**src/logic/wdsr_regs.svh**
```systemverilog
`ifndef WDSR_REGS_SVH
`define WDSR_REGS_SVH

// special function register addresses
`define WDSR_CONTROL_ADDR 8'ha7
`define WDSR_SERVICE_ADDR 8'ha6

// watchdog_control field positions
`define WDSR_PERIOD_MSB 7
`define WDSR_PERIOD_LSB 5
`define WDSR_IDLE_FREEZE_BIT 4
`define WDSR_SOFT_RESET_FLAG_BIT 2
`define WDSR_OVERFLOW_FLAG_BIT 1
`define WDSR_RUNNING_BIT 0
`define WDSR_CONTROL_RESET 8'h00

// service register byte codes
`define WDSR_FEED_FIRST 8'h1e
`define WDSR_FEED_SECOND 8'he1
`define WDSR_SOFT_FIRST 8'h5a
`define WDSR_SOFT_SECOND 8'ha5

// timer geometry: 2^(period+14) cycles
`define WDSR_PERIOD_W 3
`define WDSR_PRESCALE_W 7
`define WDSR_COUNTER_W 14
`define WDSR_TPS_W 4
`define WDSR_COUNTER_LAST 14'h3fff

`endif

```
**src/logic/wdsr_pkg.sv**
```systemverilog
package wdsr_pkg;

  typedef enum logic [1:0] {
    SEQ_IDLE,
    SEQ_FEED_HALF,
    SEQ_SOFT_HALF
  } wdsr_seq_e;

  typedef struct packed {
    logic [3:0] tps_cnt;
    logic [6:0] prescale;
    logic [13:0] counter;
    logic expire;
  } wdsr_timer_s;

  typedef struct packed {
    wdsr_seq_e seq;
    logic [2:0] period;
    logic idle_freeze;
    logic soft_reset_flag;
    logic overflow_flag;
    logic running;
    logic timer_clear;
    logic reset_pulse;
    logic [7:0] rdata;
  } wdsr_ctrl_s;

endpackage

```
**src/logic/wdsr_watchdog.sv**
```systemverilog
// Behaviour
// - time out after 2^(period+14) cycles
// - each period code step doubles time
// - period scaled by system prescale plus one
// - seven-bit prescaler feeds fourteen-bit counter
// - disabled after reset, stopped in power-down
// - expiry pulses internal cpu reset
// - 1e then e1 arms the watchdog
// - read-only running bit shows enabled
// - reads allowed mid-sequence, writes break it
// - wrong pair resets, sets both flags
// - 5a then a5 forces software reset
// - good software reset sets only its flag
// - overflow flag set; flags survive all but power-on reset
// - idle freeze bit stops count in idle
// - any reset clears the enable
// - control layout fixed, resets to zero
`timescale 1ns/1ps
`default_nettype none
`include "wdsr_regs.svh"

module wdsr_watchdog (
  // clock and power-on reset
  input wire logic clk_i,
  input wire logic rst_i,
  // other chip reset sources, one-cycle pulse
  input wire logic sys_reset_i,
  // special function register port
  input wire logic [7:0] sfr_addr_i,
  input wire logic sfr_wr_i,
  input wire logic [7:0] sfr_wdata_i,
  output logic [7:0] sfr_rdata_o,
  // power state and system timer prescale
  input wire logic idle_i,
  input wire logic powerdown_i,
  input wire logic [`WDSR_TPS_W-1:0] system_timer_prescale_i,
  // internal reset request to the cpu
  output logic wdt_reset_o
);

  wdsr_pkg::wdsr_ctrl_s c_q;
  wdsr_pkg::wdsr_ctrl_s c_d;
  logic expire;
  logic run;
  logic svc_wr;
  logic ctl_wr;
  logic feed_ok;
  logic soft_ok;
  logic bad_seq;
  logic any_reset;

  assign run = c_q.running && !powerdown_i && !(idle_i && c_q.idle_freeze);

  wdsr_timer u_timer (
    .clk_i(clk_i),
    .rst_i(rst_i),
    .run_i(run),
    .clear_i(c_q.timer_clear),
    .period_i(c_q.period),
    .tps_i(system_timer_prescale_i),
    .expire_o(expire)
  );

  always_comb begin
    c_d = c_q;
    c_d.reset_pulse = 1'b0;
    c_d.timer_clear = 1'b0;
    svc_wr = sfr_wr_i && (sfr_addr_i == `WDSR_SERVICE_ADDR);
    ctl_wr = sfr_wr_i && (sfr_addr_i == `WDSR_CONTROL_ADDR);
    feed_ok = 1'b0;
    soft_ok = 1'b0;
    bad_seq = 1'b0;
    // other writes abort the half sequence
    if (sfr_wr_i && !svc_wr) begin
      c_d.seq = wdsr_pkg::SEQ_IDLE;
    end
    if (svc_wr) begin
      case (c_q.seq)
        wdsr_pkg::SEQ_IDLE: begin
          if (sfr_wdata_i == `WDSR_FEED_FIRST) begin
            c_d.seq = wdsr_pkg::SEQ_FEED_HALF;
          end else if (sfr_wdata_i == `WDSR_SOFT_FIRST) begin
            c_d.seq = wdsr_pkg::SEQ_SOFT_HALF;
          end else begin
            bad_seq = 1'b1;
          end
        end
        wdsr_pkg::SEQ_FEED_HALF: begin
          c_d.seq = wdsr_pkg::SEQ_IDLE;
          feed_ok = (sfr_wdata_i == `WDSR_FEED_SECOND);
          bad_seq = !feed_ok;
        end
        wdsr_pkg::SEQ_SOFT_HALF: begin
          c_d.seq = wdsr_pkg::SEQ_IDLE;
          soft_ok = (sfr_wdata_i == `WDSR_SOFT_SECOND);
          bad_seq = !soft_ok;
        end
        default: begin
          c_d.seq = wdsr_pkg::SEQ_IDLE;
        end
      endcase
    end
    if (ctl_wr) begin
      c_d.period = sfr_wdata_i[`WDSR_PERIOD_MSB:`WDSR_PERIOD_LSB];
      c_d.idle_freeze = sfr_wdata_i[`WDSR_IDLE_FREEZE_BIT];
      c_d.soft_reset_flag = sfr_wdata_i[`WDSR_SOFT_RESET_FLAG_BIT];
      c_d.overflow_flag = sfr_wdata_i[`WDSR_OVERFLOW_FLAG_BIT];
    end
    if (feed_ok) begin
      c_d.running = 1'b1;
      c_d.timer_clear = 1'b1;
    end
    // good soft pair or wrong pair sets software reset flag; set beats clear
    if (soft_ok || bad_seq) begin
      c_d.soft_reset_flag = 1'b1;
    end
    // wrong pair or expiry sets overflow
    if (bad_seq || (expire && c_q.running)) begin
      c_d.overflow_flag = 1'b1;
    end
    any_reset = soft_ok || bad_seq || (expire && c_q.running);
    c_d.reset_pulse = any_reset;
    if (any_reset || sys_reset_i) begin
      c_d.running = 1'b0;
      c_d.timer_clear = 1'b1;
      c_d.seq = wdsr_pkg::SEQ_IDLE;
    end
    // running bit read only, reserved bit zero
    case (sfr_addr_i)
      `WDSR_CONTROL_ADDR: begin
        c_d.rdata = {c_q.period, c_q.idle_freeze, 1'b0,
                     c_q.soft_reset_flag, c_q.overflow_flag, c_q.running};
      end
      default: begin
        c_d.rdata = 8'h00;
      end
    endcase
  end

  always_ff @(posedge clk_i or posedge rst_i) begin
    if (rst_i) begin
      c_q <= '0;
    end else begin
      c_q <= c_d;
    end
  end

  assign sfr_rdata_o = c_q.rdata;
  assign wdt_reset_o = c_q.reset_pulse;

endmodule

`default_nettype wire

```
**src/logic/wdsr_timer.sv**
```systemverilog
`timescale 1ns/1ps
`default_nettype none
`include "wdsr_regs.svh"

module wdsr_timer (
  // clock and reset
  input wire logic clk_i,
  input wire logic rst_i,
  // control
  input wire logic run_i,
  input wire logic clear_i,
  input wire logic [`WDSR_PERIOD_W-1:0] period_i,
  input wire logic [`WDSR_TPS_W-1:0] tps_i,
  // time-out event
  output logic expire_o
);

  wdsr_pkg::wdsr_timer_s s_q;
  wdsr_pkg::wdsr_timer_s s_d;
  logic [`WDSR_PRESCALE_W-1:0] tap_last;
  logic tick;
  logic pre_wrap;

  always_comb begin
    s_d = s_q;
    s_d.expire = 1'b0;
    tap_last = `WDSR_PRESCALE_W'((8'h01 << period_i) - 8'h01);
    tick = run_i && (s_q.tps_cnt == tps_i);
    pre_wrap = tick && (s_q.prescale == tap_last);
    if (clear_i) begin
      s_d.tps_cnt = '0;
      s_d.prescale = '0;
      s_d.counter = '0;
    end else if (run_i) begin
      s_d.tps_cnt = tick ? '0 : s_q.tps_cnt + 4'h1;
      if (tick) begin
        s_d.prescale = pre_wrap ? '0 : s_q.prescale + 7'h01;
      end
      if (pre_wrap) begin
        s_d.counter = s_q.counter + 14'h0001;
        s_d.expire = (s_q.counter == `WDSR_COUNTER_LAST);
      end
    end
  end

  always_ff @(posedge clk_i or posedge rst_i) begin
    if (rst_i) begin
      s_q <= '0;
    end else begin
      s_q <= s_d;
    end
  end

  assign expire_o = s_q.expire;

endmodule

`default_nettype wire

```
**config.mk**
```make
export PLATFORM = sky130hd
export DESIGN_NAME = wdsr_watchdog
export DESIGN_NICKNAME = d
export VERILOG_FILES = /design/src/logic/wdsr_pkg.sv /design/src/logic/wdsr_watchdog.sv /design/src/logic/wdsr_timer.sv
export VERILOG_INCLUDE_DIRS = /design/src /design/src/logic
export SDC_FILE = /design/constraint.sdc
export NUM_CORES = 1
export LEC_CHECK = 0
export ABC_AREA = 1
export BUFFER_PORTS_ARGS = -buffer_cell sky130_fd_sc_hd__buf_2
export CAP_MARGIN = 5
export CORE_UTILIZATION = 60
export CTS_CLUSTER_SIZE = 10
export DETAILED_ROUTE_END_ITERATION = 7
export GPL_ROUTABILITY_DRIVEN = 0
export GPL_TIMING_DRIVEN = 0
export PLACE_DENSITY = 0.94
export SLEW_MARGIN = 0
export SYNTH_ARGS = -nofsm -noshare
export SYNTH_HDL_FRONTEND = slang
export SYNTH_SLANG_ARGS = --single-unit
```
**constraint.sdc**
```tcl
create_clock -name clk_i -period 5.6 [get_ports clk_i]
set_input_delay 0.28 -clock clk_i [delete_from_list [all_inputs] [get_ports clk_i]]
set_output_delay 0.28 -clock clk_i [all_outputs]
set_load 0.01 [all_outputs]
```
==> run summary, run 1 <==
Clock Latency Late Sink = 300 ps
most area-consuming cells after synthesis = sky130_fd_sc_hd__dfrtp_1 (38%), sky130_fd_sc_hd__nand2_1 (14%), sky130_fd_sc_hd__inv_1 (7.6%)
kind of start point of the critical path = flip-flop
Post-Route Utilization = 69.7%
via count of the first global-routing pass = 2687
minimum period implied by the final worst setup slack = 2260 ps
max cap viols = 0
endpoints failing hold = 0
count of routing violations after the opening detailed-route iteration = 228
Clock Power Share = 33.6%
CP Class = reg2reg
static leakage = 1.76 nW
final net count = 481
share of power burned in registers = 54.6%
buffer levels on the longest clock path = 2
Overall Power = 0.598 mW
biggest fanout along the worst timing path = 10
initial cell density of the core = 62.2%
result of the run = complete, no violations
via-per-instance ratio = 5.59
total wire length = 6600 um
number of gates resized after CTS = 0
antenna violations before repair = 0
number of synthesized register bits = 44
cell class contributing the biggest share of worst-path delay = simple AND/OR/NAND/NOR gates
commonest cells after routing, fill and taps aside = sky130_fd_sc_hd__nand2_1 (106), sky130_fd_sc_hd__inv_1 (58), sky130_fd_sc_hd__dfrtp_1 (44), sky130_fd_sc_hd__nand3_1 (41), sky130_fd_sc_hd__nor2_1 (36)
CP required = 5780 ps
clock tree from TritonCTS = yes
Post-DP HPWL = 4820 um
Row Count = 25
global-route wire length before repair = 11200 um
worst-path cell chain = buf_4, nor2_2, nand2_1, ha_1, nand2_1, inv_1, nor2_1, nand3_1, nor2_2, nand2_2, nor2_4, nand2_4, nand2_1, o21ai_0
remaining global-route overflow = 0
placeable core region = 4690 um2
Clock Sink Count = 44
wire length per cell after detailed routing = 13.0 um
number of placed cells counting well taps = 497
net switching power = 0.164 mW
Storage cell area = 1100 um2
most common cell after layout, fill and taps aside = sky130_fd_sc_hd__nand2_1
worst path bufs/invs = 2
combinational fraction of design power = 11.8%
pin count of the biggest net entering global routing = 40
worst endpoint data arrival time = 2450 ps
post-synth top area cell = sky130_fd_sc_hd__dfrtp_1
Final Setup Violations = 0
total global-route track usage = 27.6%
Worst Hold Margin = 217 ps
share of cells above drive strength 1 = 15.5%
post-route clock period utilization = 40.4%
Post-Synthesis Cells = 409
setup clock skew after layout = 7.19 ps
multi-input gate area in the final layout = 1470 um2
sequential-to-total area share from yosys stat = 37.7%
number of post-CTS setup repair buffers = 0
maximum clock frequency = 442 MHz
internal portion of total power = 0.434 mW
Mapped Nets = 439
RSZ-0062 raised after global routing = no
die footprint = 5150 um2
DRC violations left = 0
number of fill cells in the layout = 369
average cell area after synthesis = 7.14 um2
delay contributed by the slowest stage of the critical path = 370 ps
slowest stage cell on the critical path = sky130_fd_sc_hd__dfrtp_1
total clock buffers created by CTS = 5
final standard cell count with taps included and fillers excluded = 506
net switching fraction of the power = 27.5%
count of TritonRoute iterations in the first routing pass = 4
final-report max-slew violation count = 0
Chip Height = 71.8 um
CP most frequent cell = sky130_fd_sc_hd__nand2_1
mapped cell area = 2920 um2
final setup TNS = 0 ps
class of the worst hold path = in2reg
Max H-tree Level = 2
Yosys Warn Count = 0
area growth from synthesis to final layout = 12.0%
Die Width = 71.8 um
Cell variety after synth = 31
critical path endpoint category = flip-flop
post-route antenna net violation count = 0
I/O Buffers = 33
Ports = 35
routed via count = 2828
Diodes inserted = 0
clock input transition at the sequential cells of the worst setup and hold paths = 90 ps
buffer type at the clock tree root = sky130_fd_sc_hd__clkbuf_8
fraction of synthesized cell area taken by the top area cell type = 37.7%
Pwr per Cell Area = 183 nW/um2
IR Drop Worst-Case VDD = 0.110 mV
-- power groups by stage --
| stage | registers, mW | clock network (mW) | logic, mW |
|---|---|---|---|
| after floorplan | 0.332 | 0 | 0.0457 |
| after global placement | 0.333 | 0 | 0.0650 |
| after detailed placement | 0.333 | 0 | 0.0698 |
| after CTS | 0.326 | 0.202 | 0.0711 |
| after global routing | 0.327 | 0.215 | 0.0801 |
| final | 0.327 | 0.201 | 0.0708 |
-- metrics by stage --
step	worst slack, ps	area [um2]
after global placement	3470	3150
after floorplan	3610	2920
after detailed placement	3380	3170
after global routing	3190	3270
after CTS	3340	3270
final	3340	3270
-- Yosys cell counts, drive strengths merged --
master,instances
a31oi,1
dfrtp,44
ha,4
nand2,108
o2111ai,1
o211ai,1
buf,15
nand3b,1
and3,1
inv,60
o21bai,1
o21ai,14
clkbuf,2
a21oi,3
nand4,23
conb,1
nand3,42
nor2,46
xor2,15
nor3,19
xnor2,7
-- path summary, 6_finish.rpt --
path / startpoint / end / slack [ps] / cells after the start
worst max-delay path: c_q[15] / u_timer.s_q[17] / 3340 / 14
worst min-delay path: sys_reset_i / c_q[9] / 220 / 3
worst max register to register: c_q[15] / u_timer.s_q[17] / 3340 / 14
worst min register to register: c_q[12] / sfr_rdata_o[2] / 500 / 2
max in group asynchronous: rst_i / u_timer.s_q[2] / 4780 / 4
min in group asynchronous: rst_i / c_q[18] / 390 / 3
-- final cells by class --
type | instances | share of cell area, %
inverters | 60 | 6.89
multi-input cells | 288 | 45.1
flip-flops and latches | 44 | 33.7
clock buffers | 5 | 2.10
plain buffers | 17 | 3.67
repair buffers | 35 | 5.97
well taps | 54 | 2.07
clock inverters | 3 | 0.574
-- timing repair --
action | CTS | global route
setup endpoints to repair | 0 | 0
hold buffers | 1 | 0
endpoints found under the hold margin | 5 | 0
-- worst register-to-register path, cell delays in order, from the launching register on --
cell and delay, ps:
sky130_fd_sc_hd__dfrtp_1 370, sky130_fd_sc_hd__buf_4 160, sky130_fd_sc_hd__nor2_2 110, sky130_fd_sc_hd__nand2_1 100, sky130_fd_sc_hd__ha_1 320, sky130_fd_sc_hd__nand2_1 70, sky130_fd_sc_hd__inv_1 30, sky130_fd_sc_hd__nor2_1 120
sky130_fd_sc_hd__nand3_1 110, sky130_fd_sc_hd__nor2_2 130, sky130_fd_sc_hd__nand2_2 80, sky130_fd_sc_hd__nor2_4 130, sky130_fd_sc_hd__nand2_4 110, sky130_fd_sc_hd__nand2_1 180, sky130_fd_sc_hd__o21ai_0 120
-- metal layers --
| metal | track usage (%) | wire (um) |
|---|---|---|
| met5 | 0 | 0 |
| met4 | 12.0 | 157 |
| met3 | 4.50 | 258 |
| met2 | 48.4 | 3330 |
| met1 | 33.5 | 2860 |
-- cell families after synthesis --
family / count (synthesis) / share of synthesized area, %
and+or+nand+nor: 240 / 38.1
buffers and inverters: 77 / 11.8
DFF: 44 / 37.7
xor gates and xnor gates: 22 / 6.60
AOI/OAI and AO/OA: 21 / 3.94
adders and majority gates: 4 / 1.71
other: 1 / 0.128
-- sequential cells by signal, indices dropped and copies added (netlist names) --
name              flops
sfr_rdata_o           7
wdt_reset_o           1
c_q                  10
u_timer.s_q          25
u_timer.expire_o      1
(Power assumes the default switching activity.)
==> run 2, diff against run 1 <==
- CORE_UTILIZATION: 60 -> 59
- PLACE_DENSITY: 0.94 -> 0.93
- clock period: 5.6 -> 2.3 ns (I/O delays scaled with it)
==> run 2 against run 1 <==
  * Count of clock-buffer cells in the layout is 1 higher
  * Flip-flop and latch count unchanged
  * Wire length fell by 3.6%
  * Critical path depth did not move
  * Power rose by 140%
  * Via count is 1.2% lower
  * Clock power rose by 130%
  * Sequential power up 140%
  * Core utilization is 0.50 points lower
  * Fmax grew 3.1%
  * Die area rose by 1.7%
  * First-iteration DRC count fell by 1.8%
  * Critical path type unchanged
  * Critical endpoint is now u_timer.s_q[16]
==> run summary, run 2 (same netlist as run 1, synthesis figures left out) <==
clock input transition at the sequential cells of the worst setup and hold paths = 90 ps
count of routing violations after the opening detailed-route iteration = 224
actual transition at the worst max-transition pin = 908 ps
Clock Latency Late Sink = 300 ps
routed via count = 2795
Reg with most FFs = u_timer.s_q
total clock buffers created by CTS = 5
smallest setup slack after layout = 106 ps
share of cells above drive strength 1 = 16.4%
Post-Route Utilization = 69.2%
result of the run = complete, no violations
pin count of the biggest net entering global routing = 45
Storage cell area = 1100 um2
final setup TNS = 0 ps
Clock Sink Count = 44
endpoints failing hold = 0
Post-DP HPWL = 4610 um
area growth from synthesis to final layout = 12.7%
Overall Power = 1.43 mW
post-route clock period utilization = 95.4%
CP required = 2480 ps
final standard cell count with taps included and fillers excluded = 518
total wire length = 6370 um
buffer levels on the longest clock path = 2
commonest cells after routing, fill and taps aside = sky130_fd_sc_hd__nand2_1 (104), sky130_fd_sc_hd__inv_1 (57), sky130_fd_sc_hd__dfrtp_1 (44), sky130_fd_sc_hd__nand3_1 (41), sky130_fd_sc_hd__nor2_1 (35)
max cap viols = 0
most common cell after layout, fill and taps aside = sky130_fd_sc_hd__nand2_1
number of placed cells counting well taps = 509
r2r worst-path depth = 14
die footprint = 5240 um2
setup clock skew after layout = 8.58 ps
count of TritonRoute iterations in the first routing pass = 5
Ports = 35
Diodes inserted = 0
final net count = 481
critical path endpoint category = flip-flop
remaining global-route overflow = 0
biggest fanout along the worst timing path = 10
placeable core region = 4750 um2
minimum period implied by the final worst setup slack = 2190 ps
wire length per cell after detailed routing = 12.3 um
Row Count = 25
flip-flop count of the largest register, all copies and words added = 25
IR Drop Worst-Case VDD = 0.322 mV
Die Width = 72.4 um
static leakage = 1.76 nW
Pwr per Cell Area = 434 nW/um2
Chip Height = 72.4 um
Final Setup Violations = 0
antenna violations before repair = 0
multi-input gate area in the final layout = 1500 um2
global-route wire length before repair = 10800 um
maximum clock frequency = 456 MHz
total global-route track usage = 26.2%
kind of start point of the critical path = flip-flop
I/O Buffers = 33
initial cell density of the core = 61.4%
via-per-instance ratio = 5.40
Max H-tree Level = 2
via count of the first global-routing pass = 2612
crit path from = c_q[15]
clock tree from TritonCTS = yes
pre-CTS worst setup slack = 72.7 ps
Reg2Reg Launch Point = c_q[15]
worst rel slew slack = 39.4%
CP Class = reg2reg
final-report max-slew violation count = 0
class of the worst hold path = in2async
DRC violations left = 0
post-route antenna net violation count = 0
number of fill cells in the layout = 387
worst endpoint data arrival time = 2380 ps
buffer type at the clock tree root = sky130_fd_sc_hd__clkbuf_8
## run 2: layer usage
metal  track usage [%]  up-vias  wire length, um
met5                 0        -                0
met3              4.31       13              359
met1              33.9     1299             2790
li1                  -     1382                -
met2              43.4      101             3110
met4              12.0        0              106
## run 2: final cells by class
| type | instances | share of cell area (%) |
|---|---|---|
| Clock buffer | 6 | 2.21 |
| Buffer | 17 | 3.76 |
| Timing Repair Buffer | 35 | 5.48 |
| Sequential cell | 44 | 33.5 |
| Inverter | 60 | 6.84 |
| Tap cell | 67 | 2.55 |
| Clock inverter | 1 | 0.152 |
| Multi-Input combinational cell | 288 | 45.6 |
## run 2: critical path: stages (launching register included)
cell and delay (ps):
sky130_fd_sc_hd__dfrtp_1 360, sky130_fd_sc_hd__buf_4 170, sky130_fd_sc_hd__nor2_4 100, sky130_fd_sc_hd__nand2_2 80, sky130_fd_sc_hd__ha_4 270, sky130_fd_sc_hd__nor2_1 40, sky130_fd_sc_hd__nor2_2 130, sky130_fd_sc_hd__nand3_1 110
sky130_fd_sc_hd__nor2_2 160, sky130_fd_sc_hd__nand2_2 80, sky130_fd_sc_hd__nor2_4 150, sky130_fd_sc_hd__nand2_4 120, sky130_fd_sc_hd__buf_8 170, sky130_fd_sc_hd__nand4_1 80, sky130_fd_sc_hd__nand2_1 60
## run 2: power breakdown
part | internal, mW | leakage (nW) | switching [mW]
registers | 0.786 | 0.587 | 0.00952
clock network | 0.207 | 0.0410 | 0.259
logic | 0.0552 | 1.13 | 0.113
## run 2: worst paths after layout
kind,end,slack [ps]
min in group clk_i,c_q[9],50
worst min-delay path,u_timer.s_q[19],10
worst max-delay path,u_timer.s_q[16],110
max in group asynchronous,u_timer.s_q[15],1730
worst min register to register,sfr_rdata_o[2],490
worst max register to register,u_timer.s_q[16],110
## run 2: repair_timing
action | CTS | global route
setup endpoints to repair | 0 | 15
gates resized for setup | 0 | 7
setup buffers | 0 | 2
hold buffers | 0 | 0
## run 2: per-stage QoR
stage | hold slack, ps | instance area [um2]
global placement | 359 | 3170
finish | 11.4 | 3290
detailed placement | 358 | 3170
CTS | 50.9 | 3250
global route | 79.0 | 3290
floorplan | 236 | 2920
